<file path="src/rtl/lti_pkg.sv">
package lti_pkg;
  // ==========================================
  // Register offsets
  localparam logic [7:0] OFS_WAIT_PERIOD = 8'h83;
  localparam logic [7:0] OFS_LOW_LIMIT_LOW_BYTE = 8'h84;
  localparam logic [7:0] OFS_LOW_LIMIT_HIGH_BYTE = 8'h85;
  localparam logic [7:0] OFS_HIGH_LIMIT_LOW_BYTE = 8'h86;
  localparam logic [7:0] OFS_HIGH_LIMIT_HIGH_BYTE = 8'h87;
  localparam logic [7:0] OFS_PERSISTENCE_FILTER = 8'h8c;
  localparam logic [7:0] OFS_CONFIG_WAIT_SCALE = 8'h8d;
  localparam logic [7:0] OFS_CONFIG_GAIN = 8'h90;

  // ==========================================
  // Reset values and field positions
  localparam logic [7:0] RST_WAIT_PERIOD = 8'h00;
  localparam logic [7:0] RST_LIMIT_BYTE = 8'h00;
  localparam logic [7:0] RST_PERSISTENCE_FILTER = 8'h00;
  localparam logic [7:0] RST_CONFIG_WAIT_SCALE = 8'h80;
  localparam logic [7:0] RST_CONFIG_GAIN = 8'h00;
  localparam int PERSISTENCE_FILTER_SEL_MSB = 3;
  localparam int LONG_WAIT_BIT = 2;
  localparam int GAIN_SEL_MSB = 1;

  // ==========================================
  // Timing
  localparam int CLK_PERIOD_NS = 40;
  localparam int WAIT_STEP_NS = 2800000;
  localparam int WAIT_STEP_CYCLES = WAIT_STEP_NS / CLK_PERIOD_NS;
  localparam logic [3:0] LONG_WAIT_FACTOR = 4'hc;
  localparam int PERSISTENCE_FILTER_CNT_W = 6;
  localparam logic [5:0] PERSISTENCE_FILTER_CNT_MAX = 6'h3f;

  typedef enum logic {
    LTI_WAIT_IDLE,
    LTI_WAIT_RUN
  } lti_wait_state_e;
endpackage

</file>
<file path="src/rtl/lti_wait_timer.sv">
`timescale 1ns/1ps
`default_nettype none
module lti_wait_timer
  import lti_pkg::*;
#(
  parameter int STEP_CYCLES = WAIT_STEP_CYCLES
) (
  input wire logic clk,
  input wire logic rst_n,
  input wire logic start,
  input wire logic [7:0] period,
  input wire logic long_sel,
  output logic busy,
  output logic done
);
  typedef struct packed {
    lti_wait_state_e state;
    logic [16:0] tick;
    logic [11:0] steps;
    logic busy;
    logic done;
  } lti_wait_s;

  lti_wait_s st_q;
  lti_wait_s st_d;

  always_comb begin
    st_d = st_q;
    st_d.done = 1'b0;
    case (st_q.state)
      LTI_WAIT_IDLE: begin
        if (start) begin
          // Steps left = (period + 1), times 12 in long-wait mode
          st_d.steps = long_sel ? 12'((12'(period) + 12'h1) * 12'(LONG_WAIT_FACTOR))
                                : 12'(period) + 12'h1;
          st_d.tick = 17'(STEP_CYCLES - 1);
          st_d.state = LTI_WAIT_RUN;
          st_d.busy = 1'b1;
        end
      end
      LTI_WAIT_RUN: begin
        if (st_q.tick != 17'h0) begin
          st_d.tick = st_q.tick - 17'h1;
        end else if (st_q.steps == 12'h1) begin
          st_d.state = LTI_WAIT_IDLE;
          st_d.busy = 1'b0;
          st_d.done = 1'b1;
        end else begin
          st_d.steps = st_q.steps - 12'h1;
          st_d.tick = 17'(STEP_CYCLES - 1);
        end
      end
      default: st_d.state = LTI_WAIT_IDLE;
    endcase
  end

  always_ff @(posedge clk) begin
    if (!rst_n) begin
      st_q <= '{state: LTI_WAIT_IDLE, tick: 17'h0, steps: 12'h0, busy: 1'b0, done: 1'b0};
    end else begin
      st_q <= st_d;
    end
  end

  assign busy = st_q.busy;
  assign done = st_q.done;
endmodule
`default_nettype wire

</file>
<file path="src/rtl/lti_core.sv">
// Operation
// Low threshold is the two low-limit bytes as one 16-bit lower limit.
// Result below low threshold with persistence met sets the light interrupt flag.
// Result above high threshold with persistence met sets the light interrupt flag.
// Flag set with interrupt enable drives the active-low interrupt pin.
// Low-byte writes go to a shadow; high-byte write loads both halves at once.
// Host writes low byte first, then the matching high byte.
// Code 0 flags every cycle; code 1 flags any single out-of-range result.
// Codes 2,3,4 need 2,3,5 results; codes 5..15 need 5*code-15.
// Count consecutive out-of-range results; interrupt when count equals setting.
// An in-window result clears the out-of-range counter.
// Wait timer counts down (setting+1) steps of 2.8 ms.
// Long-wait bit 2 of the wait-scale register multiplies wait by 12.
// Host keeps wait-scale bits 7:3 at 10000 and bits 1:0 at 00.
// Gain field bits 1:0 selects 1x, 4x, 16x, 64x; reset 00.
// Wait is inserted only while the wait enable is set.
// Host clears the light interrupt flag by writing a one.
// Compare and count once per finished integration, on the new result.
`timescale 1ns/1ps
`default_nettype none
module lti_core
  import lti_pkg::*;
#(
  parameter int STEP_CYCLES = WAIT_STEP_CYCLES
) (
  input wire logic clk,
  input wire logic rst_n,
  input wire logic reg_wr,
  input wire logic [7:0] reg_addr,
  input wire logic [7:0] reg_wdata,
  output logic [7:0] reg_rdata,
  input wire logic cycle_done,
  input wire logic [15:0] vis_result,
  input wire logic wait_enable,
  input wire logic light_irq_enable,
  input wire logic light_irq_clear,
  output logic light_irq_flag,
  output logic int_out,
  output logic int_oe,
  output logic [1:0] sensor_gain_sel,
  output logic wait_busy,
  output logic wait_done
);
  // ==========================================
  // Persistence decode
  function automatic logic [5:0] persistence_filter_need(input logic [3:0] code);
    logic [5:0] n;
    n = 6'h0;
    case (code)
      4'h0: n = 6'h0;
      4'h1: n = 6'h1;
      4'h2: n = 6'h2;
      4'h3: n = 6'h3;
      4'h4: n = 6'h5;
      default: n = 6'((6'(code) * 6'h5) - 6'hf);
    endcase
    return n;
  endfunction

  // Code 1 must fire on every miss, not only on the first miss of a run
  function automatic logic persistence_filter_fire(input logic [3:0] code, input logic outside,
                                     input logic [PERSISTENCE_FILTER_CNT_W-1:0] cnt);
    logic hit;
    hit = 1'b0;
    if (code == 4'h0) begin
      hit = 1'b1;
    end else if (code == 4'h1) begin
      hit = outside;
    end else begin
      hit = outside && (cnt == persistence_filter_need(code));
    end
    return hit;
  endfunction

  // Both limits are strict: a result equal to a limit counts as in range
  function automatic logic outside_window(input logic [15:0] v, input logic [15:0] lo,
                                          input logic [15:0] hi);
    return (v < lo) || (v > hi);
  endfunction

  function automatic logic [15:0] limit_join(input logic [7:0] hi_byte,
                                             input logic [7:0] lo_byte);
    return {hi_byte, lo_byte};
  endfunction

  typedef struct packed {
    logic [7:0] wait_period;
    logic [7:0] low_shadow;
    logic [7:0] high_shadow;
    logic [15:0] low_limit;
    logic [15:0] high_limit;
    logic [7:0] persistence_filter;
    logic [7:0] config_wait_scale;
    logic [7:0] config_gain;
    logic [PERSISTENCE_FILTER_CNT_W-1:0] persistence_filter_cnt;
    logic light_irq_flag;
    logic int_out;
    logic int_oe;
    logic [7:0] rdata;
  } lti_core_s;

  lti_core_s st_q;
  lti_core_s st_d;
  logic out_of_range;
  logic persistence_filter_met;
  logic [PERSISTENCE_FILTER_CNT_W-1:0] cnt_next;
  logic [3:0] persistence_filter_sel;

  // ==========================================
  // Next state
  always_comb begin
    st_d = st_q;
    persistence_filter_sel = st_q.persistence_filter[PERSISTENCE_FILTER_SEL_MSB:0];
    out_of_range = outside_window(vis_result, st_q.low_limit, st_q.high_limit);
    cnt_next = st_q.persistence_filter_cnt;
    persistence_filter_met = 1'b0;
    if (cycle_done) begin
      if (!out_of_range) begin
        cnt_next = '0;
      end else if (st_q.persistence_filter_cnt != PERSISTENCE_FILTER_CNT_MAX) begin
        cnt_next = st_q.persistence_filter_cnt + 6'h1;
      end
      // Code 0 fires on every cycle regardless of range
      persistence_filter_met = persistence_filter_fire(persistence_filter_sel, out_of_range, cnt_next);
    end
    st_d.persistence_filter_cnt = cnt_next;

    // ==========================================
    // Register writes
    if (reg_wr) begin
      case (reg_addr)
        OFS_WAIT_PERIOD: st_d.wait_period = reg_wdata;
        OFS_LOW_LIMIT_LOW_BYTE: st_d.low_shadow = reg_wdata;
        OFS_LOW_LIMIT_HIGH_BYTE: st_d.low_limit = limit_join(reg_wdata, st_q.low_shadow);
        OFS_HIGH_LIMIT_LOW_BYTE: st_d.high_shadow = reg_wdata;
        OFS_HIGH_LIMIT_HIGH_BYTE: st_d.high_limit = limit_join(reg_wdata, st_q.high_shadow);
        OFS_PERSISTENCE_FILTER: st_d.persistence_filter = reg_wdata;
        // Reserved bits are stored as written; software must keep them
        OFS_CONFIG_WAIT_SCALE: st_d.config_wait_scale = reg_wdata;
        OFS_CONFIG_GAIN: st_d.config_gain = reg_wdata;
        default: st_d.rdata = st_d.rdata;
      endcase
    end

    // ==========================================
    // Interrupt flag and pin
    // A new event beats a same-cycle clear so no interrupt is lost
    if (persistence_filter_met) begin
      st_d.light_irq_flag = 1'b1;
    end else if (light_irq_clear) begin
      st_d.light_irq_flag = 1'b0;
    end
    st_d.int_out = 1'b0;
    st_d.int_oe = st_d.light_irq_flag && light_irq_enable;

    // ==========================================
    // Read data, one cycle behind the address
    case (reg_addr)
      OFS_WAIT_PERIOD: st_d.rdata = st_q.wait_period;
      OFS_LOW_LIMIT_LOW_BYTE: st_d.rdata = st_q.low_shadow;
      OFS_LOW_LIMIT_HIGH_BYTE: st_d.rdata = st_q.low_limit[15:8];
      OFS_HIGH_LIMIT_LOW_BYTE: st_d.rdata = st_q.high_shadow;
      OFS_HIGH_LIMIT_HIGH_BYTE: st_d.rdata = st_q.high_limit[15:8];
      OFS_PERSISTENCE_FILTER: st_d.rdata = st_q.persistence_filter;
      OFS_CONFIG_WAIT_SCALE: st_d.rdata = st_q.config_wait_scale;
      OFS_CONFIG_GAIN: st_d.rdata = st_q.config_gain;
      default: st_d.rdata = 8'h00;
    endcase
  end

  // ==========================================
  // State register
  always_ff @(posedge clk) begin
    if (!rst_n) begin
      st_q <= '{
        wait_period: RST_WAIT_PERIOD,
        low_shadow: RST_LIMIT_BYTE,
        high_shadow: RST_LIMIT_BYTE,
        low_limit: {RST_LIMIT_BYTE, RST_LIMIT_BYTE},
        high_limit: {RST_LIMIT_BYTE, RST_LIMIT_BYTE},
        persistence_filter: RST_PERSISTENCE_FILTER,
        config_wait_scale: RST_CONFIG_WAIT_SCALE,
        config_gain: RST_CONFIG_GAIN,
        persistence_filter_cnt: '0,
        light_irq_flag: 1'b0,
        int_out: 1'b0,
        int_oe: 1'b0,
        rdata: 8'h00
      };
    end else begin
      st_q <= st_d;
    end
  end

  // ==========================================
  // Wait timer between conversion cycles
  lti_wait_timer #(
    .STEP_CYCLES(STEP_CYCLES)
  ) u_wait (
    .clk(clk),
    .rst_n(rst_n),
    .start(cycle_done && wait_enable),
    .period(st_q.wait_period),
    .long_sel(st_q.config_wait_scale[LONG_WAIT_BIT]),
    .busy(wait_busy),
    .done(wait_done)
  );

  assign reg_rdata = st_q.rdata;
  assign light_irq_flag = st_q.light_irq_flag;
  assign int_out = st_q.int_out;
  assign int_oe = st_q.int_oe;
  assign sensor_gain_sel = st_q.config_gain[GAIN_SEL_MSB:0];
endmodule
`default_nettype wire

</file>
<file path="config.mk">
export PLATFORM = sky130hd
export DESIGN_NAME = lti_core
export DESIGN_NICKNAME = d
export VERILOG_FILES = /design/src/rtl/lti_pkg.sv /design/src/rtl/lti_wait_timer.sv /design/src/rtl/lti_core.sv
export SDC_FILE = /design/constraint.sdc
export NUM_CORES = 1
export LEC_CHECK = 0
export ABC_AREA = 1
export BUFFER_PORTS_ARGS = -buffer_cell sky130_fd_sc_hd__buf_2
export CAP_MARGIN = 10
export CELL_PAD_IN_SITES_DETAIL_PLACEMENT = 1
export CELL_PAD_IN_SITES_GLOBAL_PLACEMENT = 2
export CORE_UTILIZATION = 38
export CTS_CLUSTER_SIZE = 12
export DETAILED_ROUTE_END_ITERATION = 7
export PLACE_DENSITY = 0.83
export SYNTH_ARGS = -nofsm -noshare
export SYNTH_HDL_FRONTEND = slang
export SYNTH_SLANG_ARGS = --single-unit
</file>
<file path="constraint.sdc">
create_clock -name clk -period 7.23 [get_ports clk]
set_clock_uncertainty 0.1 [all_clocks]
set_input_delay 0.3615 -clock clk [delete_from_list [all_inputs] [get_ports clk]]
set_output_delay 0.3615 -clock clk [all_outputs]
set_load 0.03 [all_outputs]
</file>
==> results of run 1 <==
layout by cell type (no fill, tap or decap), drive strengths merged, types with 5 or more instances in the layout:
cell,count
a21oi,112
inv,147
xor2,16
buf,54
nor4,10
nand3,42
nand4,10
o21ai,103
nand2,157
o211ai,5
xnor2,9
dfxtp,128
nor3,25
a211oi,8
ha,56
clkbuf,21
nor2,79
clkinv,7
o22ai,20
synth_stat cells (3+ instances only):
cell type | count | area share (%)
nand2_1 | 151 | 7.8
inv_1 | 142 | 7.3
dfxtp_1 | 128 | 35
a21oi_1 | 112 | 7.7
o21ai_0 | 100 | 6.9
nor2_1 | 76 | 3.9
ha_1 | 56 | 9.6
nand3_1 | 41 | 2.8
clkbuf_1 | 26 | 1.3
nor3_1 | 23 | 1.6
o22ai_1 | 20 | 1.7
xor2_1 | 16 | 1.9
buf_4 | 12 | 1.2
nand4_1 | 10 | 0.86
xnor2_1 | 9 | 1.1
a211oi_1 | 8 | 0.83
nor4_1 | 8 | 0.69
o211ai_1 | 5 | 0.52
a31oi_1 | 4 | 0.34
inv_2 | 4 | 0.21
nand2_2 | 4 | 0.34
nand3b_1 | 4 | 0.41
o2111ai_1 | 4 | 0.48
a41oi_2 | 3 | 0.67
o21ai_1 | 3 | 0.21
report_power, final:
group | internal, uW | total [uW] | leakage, uW | switching (uW)
clock | 592 | 915 | 0.000303 | 323
combinational | 88.2 | 253 | 0.00213 | 165
sequential | 732 | 762 | 0.00104 | 29.8
total | 1410 | 1930 | 0.00347 | 518
registers in the layout, summed over array words and instances, names as in the netlist:
| name | count |
|---|---|
| st_q | 80 |
| u_wait.st_q | 30 |
| reg_rdata | 8 |
| persistence_filter_sel | 4 |
| sensor_gain_sel | 2 |
| int_oe | 1 |
| light_irq_flag | 1 |
| u_wait.busy | 1 |
| u_wait.done | 1 |
routing by layer:
layer  share of wire, %  routed length, microns  global-route usage [%]  up-vias
met5                  0                       0                       0        -
met4               0.96                     204                    5.38        0
met3                3.8                     803                    4.89       18
met2                 45                    9580                    36.8      105
met1                 50                   10700                    32.0     3080
li1                   -                       -                       -     3427
how the worst max path moves through the flow:
stage / from / end / slack [ns]
2_1_floorplan: st_q[89] / u_wait.st_q[13] / 4.65
3_3_place_gp: st_q[89] / u_wait.st_q[12] / 4.00
3_5_place_dp: st_q[89] / u_wait.st_q[12] / 4.04
4_1_cts: st_q[89] / u_wait.st_q[12] / 3.99
5_1_grt: st_q[89] / u_wait.st_q[12] / 3.65
6_report: st_q[89] / u_wait.st_q[13] / 4.01
metrics by stage:
stage / std cells / util [%] / setup WS (ns) / instance area, sq um / hold WS [ns]
finish: 1281 / 44.1 / 4.01 / 8250 / 0.0542
global route: 1281 / 44.1 / 3.65 / 8250 / 0.0410
CTS: 1281 / 44.1 / 3.99 / 8250 / 0.0403
detailed placement: 1250 / 40.8 / 4.04 / 7620 / 0.348
global placement: 1250 / 40.8 / 4.00 / 7620 / 0.343
floorplan: 1004 / - / 4.65 / 7270 / 0.327
cell families after synthesis:
| family | after synthesis |
|---|---|
| DFF | 128 |
| xor gates and xnor gates | 25 |
| and+or+nand+nor | 331 |
| AOI/OAI and AO/OA | 272 |
| buffers and inverters | 191 |
| other | 1 |
| adders and majority gates | 56 |
layout make-up:
type                            count  area, sq um  share of cell area (%)
Multi-Input combinational cell    685         3930                    47.7
Clock inverter                     10          160                    1.94
Inverter                          149          563                    6.83
Clock buffer                       21          460                    5.58
Sequential cell                   128         2560                    31.1
Tap cell                          234          293                    3.55
Timing Repair Buffer               54          275                    3.34
critical path: stages, from the launching register on:
cell      delay, ns
dfxtp_1        0.40
inv_1          0.18
nor3_1         0.35
xor2_1         0.24
inv_1          0.11
ha_1           0.33
nand2_1        0.08
nand2_1        0.08
nand2_1        0.07
nand2_1        0.09
nand2_1        0.07
nand2_1        0.08
nand2_1        0.06
nand2_1        0.07
nand2_1        0.06
nand2_1        0.08
a21oi_1        0.17
xor2_1         0.25
o211ai_1       0.12
nand2_1        0.09
inv_1          0.04
==> metrics, run 1 <==
Synth Area in Compound Gates=20.9%; Synth Area in Adders=9.64%; kind of critical path=reg2reg; maximum clock insertion buffer count=2; Worst-Skew Late Latency=0.43 ns; Primary FF master, synth=dfxtp_1; Max-cap violations=0; CTS H-Tree Depth=4; critical path endpoint category=flop; Post-CTS Resized=0; first-pass GRT wire length=35.4 mm; Syn. warnings=0; mapped cell area=7270 sq um; Worst Tran Pin Value=0.963 ns; fmax=311 MHz; Critical Path Start Type=flop; r2r setup slk=4.01 ns; mux contribution to synthesized area=0%; post-synth cell types=54; Leak=0.00347 uW; Site Rows=50; post-route clock period utilization=44.5%; largest net degree at the start of global routing=81; total clock sinks=128; run status=complete, no violations; Avg Vias per Cell=5.18; Clock Pin Slew Worst Setup and Hold Paths=0.06 ns; total power=1930 uW; vias in the first global route=6730; EDFF count, synth=0; worst hold path class=in2reg; CP required=7.45 ns; reg2reg end=u_wait.st_q[13]; Tmin final=3.22 ns; setup violation total in the final timing report=0; Worst R2R Start=st_q[89]; register area share after synthesis=35.2%; critical path data arrival time=3.44 ns; Antenna diodes=0; simple-gate share of the synthesized area=20.5%; DR vias=6630; hold depth=3; initial antenna violation count=0; Clock Tree Root=clkbuf_16; CP max FO=7; Starting Density=38.9%; hold path endpoint=int_oe; Setup Buffers After CTS=0; wire per inst=16.6 microns; FILL cells=2361; Overflow after GRT=0; VDD IR max=0.173 mV; Synth async-reset ratio=0%; number of hold buffers added after CTS=0; Synthesized Nets=1099; pwr/cell area=234 nW/um^2; Die Span X=140 microns; HPWL Detailed=15.6 mm; share of cells above drive strength 1=10.5%; Mean Syn Cell Area=7.24 sq um; # IOs=54; post-route setup TNS=0 ns; Final ANT Viol Nets=0; Layout Nets=1130; Initial DRT Pass Iterations=4; R2R cell count=20; Die ar.=19700 sq um; DRC viols=0; Hold Fails Final Rpt=0; min-delay src=light_irq_enable; Final Wtd Congestion=0.814; port bufs=52; slew margin rel.=35.4%; Die Span Y=140 microns; largest family of logic cells by synthesized area=compound AO/OA/AOI/OAI gates; violation count after the first detailed-route iteration=356; RSZ-0062 raised after global routing=false; TritonCTS clock tree=yes; register bit total from synthesis=128; GRT Util Overall=23.1%; routed wire length=21.3 mm; cts bufs inserted=17; Slew Limit Fails=0; synth-to-layout area growth=13.4%; Synth Instances=1004; core area=18700 sq um; XOR/XNOR Fraction of Synth Area=3.01%
No activity file was read; power rests on OpenSTA's default activity.
==> run 2: changes to the inputs <==
- ABC_AREA: 1 -> 0
- CORE_UTILIZATION: 38 -> 36
- PLACE_DENSITY: 0.83 -> 0.77
- clock period: 7.23 -> 3.35 ns (I/O delays scaled with it)
==> run 2 against run 1 <==
Clock power increased by 88%. Area after synthesis is 2.6% higher. Setup slack got worse by 3.7 ns. Worst hold slack lost 0.016 ns. Critical path type unchanged. Largest power group unchanged. Highest routed layer unchanged.
==> metrics, run 2 <==
run status=complete, no violations; kind of critical path=reg2reg; Site Rows=52 (+4.0%); Overflow after GRT=0 (unchanged); CP max stage delay=0.51 ns (+0.11 ns); Cell Chain, Critical Path=inv_1 -> ha_1 -> or3b_1 -> or4_1 -> o41a_1 -> nor3_4 -> o21ai_0 -> a22oi_1 -> nor2_1; Max-cap violations=0 (unchanged); critical path data arrival time=3.20 ns (-0.24 ns); total clock sinks=128 (unchanged); DRC viols=0 (unchanged); top-area cell type share of the netlist area=34.4% (-0.89 points); Avg Vias per Cell=5.50 (+6.3%); first-pass GRT wire length=37.5 mm (+6.1%); Synth Instances=947 (-5.7%); setup violation total in the final timing report=0 (unchanged); Hold Fails Final Rpt=0 (unchanged); Worst Tran Pin Value=0.930 ns (-0.0338 ns); pre-CTS WS=0.322 ns (-3.72 ns); synth-to-layout area growth=13.3%; CTS H-Tree Depth=4 (unchanged); r2r setup slk=0.35 ns (-3.66 ns); worst hold path class=in2reg; synth cell count leaders=128 x dfxtp_1, 128 x nand2_1, 122 x a21oi_1; dpl cell area=7840 sq um (+2.8%); FF+latch area=2560 sq um (unchanged); routed wire length=23.0 mm (+8.2%); Post-Place Cells=1216 (-2.7%); fmax=334 MHz (+7.3%); pwr/cell area=450 nW/um^2 (+92%); Syn. warnings=0 (unchanged); register bit total from synthesis=128 (unchanged); Worst-Skew Late Latency=0.43 ns (about the same); met1 Use GR=31.0% (-0.98 points); GR met3 Demand/Resource=3.42% (-1.5 points); wire per inst=18.4 microns (+11%); Largest register FFs=80 (unchanged); Synth area leader=dfxtp_1; synth top area cells=dfxtp_1 34%, ha_1 9.4%, a21oi_1 8.2%; Die ar.=21300 sq um (+8.2%); TritonCTS clock tree=yes; HPWL Detailed=16.7 mm (+7.0%); Synthesized Nets=1042 (-5.2%); Max stage delay cell, worst path=or4_1; EDFF count, synth=0 (unchanged); Final Wtd Congestion=0.786 (-3.4%); violation count after the first detailed-route iteration=314 (-12%); mapped cell area=7460 sq um (+2.6%); post-route setup TNS=0 ns (unchanged); DR vias=6896 (+4.0%); Clock Tree Root=clkbuf_16; VDD IR max=0.201 mV (+16%); # IOs=54 (unchanged); post-route clock period utilization=89.5% (+45 points); Leak=0.00297 uW (-14%); multi-input combinational cell area=4350 sq um (+11%); Final WS setup=0.353 ns (-3.66 ns); Synth async-reset ratio=0% (unchanged); Die Span Y=146 microns (+4.0%); CP required=3.56 ns (-3.89 ns); GRT Util Overall=22.4% (-0.76 points); design area=8450 sq um (+2.5%); Slew Limit Fails=0 (unchanged); share of cells above drive strength 1=13.3% (+2.8 points); RSZ-0062 raised after global routing=false; Tmin final=3.00 ns (-0.219 ns); post-synth cell types=77 (+43%); cts bufs inserted=17 (unchanged); GRT met2 Usage=34.8% (-2.0 points); port bufs=52 (unchanged); critical path endpoint category=flop; slew margin rel.=38.0% (+2.6 points); vias in the first global route=6934 (+3.0%); register area share after synthesis=34.4% (-0.89 points); Top Usage Layer GRT=met2; most frequent cells in the layout=128 x nand2_1, 128 x dfxtp_1, 121 x a21oi_1, 105 x nand3_1, 56 x ha_1; maximum clock insertion buffer count=2 (unchanged); initial antenna violation count=0 (unchanged); Setup Buffers After CTS=0 (unchanged); Mean Syn Cell Area=7.88 sq um (+8.8%); Primary FF master, synth=dfxtp_1; Starting Density=36.7% (-2.1 points); CP max FO=11 (+4); Util after Layout=41.6% (-2.5 points); largest net degree at the start of global routing=82 (+1.2%); Critical Path Start Type=flop; Post-Layout Cell Count=1254 (-2.1%); core area=20300 sq um (+8.5%); FILL cells=2516 (+6.6%); Clock Pin Slew Worst Setup and Hold Paths=0.06 ns (about the same); Die Span X=146 microns (+4.0%); Initial DRT Pass Iterations=5 (+1); Largest Register=st_q; Layout Nets=1067 (-5.6%); Antenna diodes=0 (unchanged); Final ANT Viol Nets=0 (unchanged)
[run 2: cell types whose count changed after synthesis, sizes merged, moves of 12 or more]
cell    change
clkbuf     +19
inv        -98
nand2      -28
nand3      +63
nor2       -42
o21ai      -69
o22ai      -17
or3        +12
xnor2      +13
[run 2: final cells by class]
type                       count  share of cell area, %
inverter                      51                   2.28
timing repair buffer          77                   5.51
tap                          270                   4.00
clock buffer                  17                   5.04
sequential                   128                   30.3
multi-input combinational    697                   51.5
clock inverter                14                   1.32
[run 2: per-stage QoR]
step	hold slack [ns]	total power [uW]
floorplan	0.189	1980
global placement	0.279	2110
detailed placement	0.291	2110
CTS	0.0178	3840
global route	0.0368	3960
finish	0.0386	3810
[run 2: metal layers]
| metal | wire, microns | share of wire (%) |
|---|---|---|
| met4 | 516 | 2.2 |
| met1 | 11700 | 51 |
| met3 | 608 | 2.6 |
| met5 | 0 | 0 |
| met2 | 10200 | 44 |
[run 2: cells by family (layout without fill, tap and decap cells)]
kind of cell / Yosys count / count (layout) / synth area share (%)
buffers and inverters: 122 / 159 / 7.75
XOR/XNOR: 27 / 27 / 3.17
other: 1 / 1 / 0.0503
adder cells (fa/ha/maj): 56 / 56 / 9.39
flip-flops: 128 / 128 / 34.4
AO/OA/AOI/OAI: 250 / 250 / 20.9
multiplexers: 3 / 3 / 0.436
AND/OR/NAND/NOR: 360 / 360 / 24.0
[run 2: worst max-delay path, delay by kind of cell (launching register included)]
| family | cells | cell delay [ns] |
|---|---|---|
| AO/OA/AOI/OAI | 3 | 0.88 |
| adder cells (fa/ha/maj) | 1 | 0.17 |
| buffers and inverters | 1 | 0.06 |
| flip-flops | 1 | 0.33 |
| AND/OR/NAND/NOR | 4 | 1.33 |
[run 2: final timing paths]
path	to	startpoint	cells after the start
worst max register to register	u_wait.st_q[7]	u_wait.st_q[14]	9
worst max-delay path	u_wait.st_q[7]	u_wait.st_q[14]	9
worst min-delay path	st_q[19]	reg_wdata[2]	3
worst min register to register	st_q[19]	st_q[19]	2
[run 2: power breakdown]
part / internal [uW] / switching [uW]
Sequential: 1560 / 44.5
Clock: 948 / 776
Combinational: 180 / 297
[run 2: what timing repair did]
item / in CTS / in global routing
gates resized for setup: 0 / 1
setup endpoints to repair: 0 / 1
hold buffers: 7 / 0
hold endpoints to repair: 20 / 0
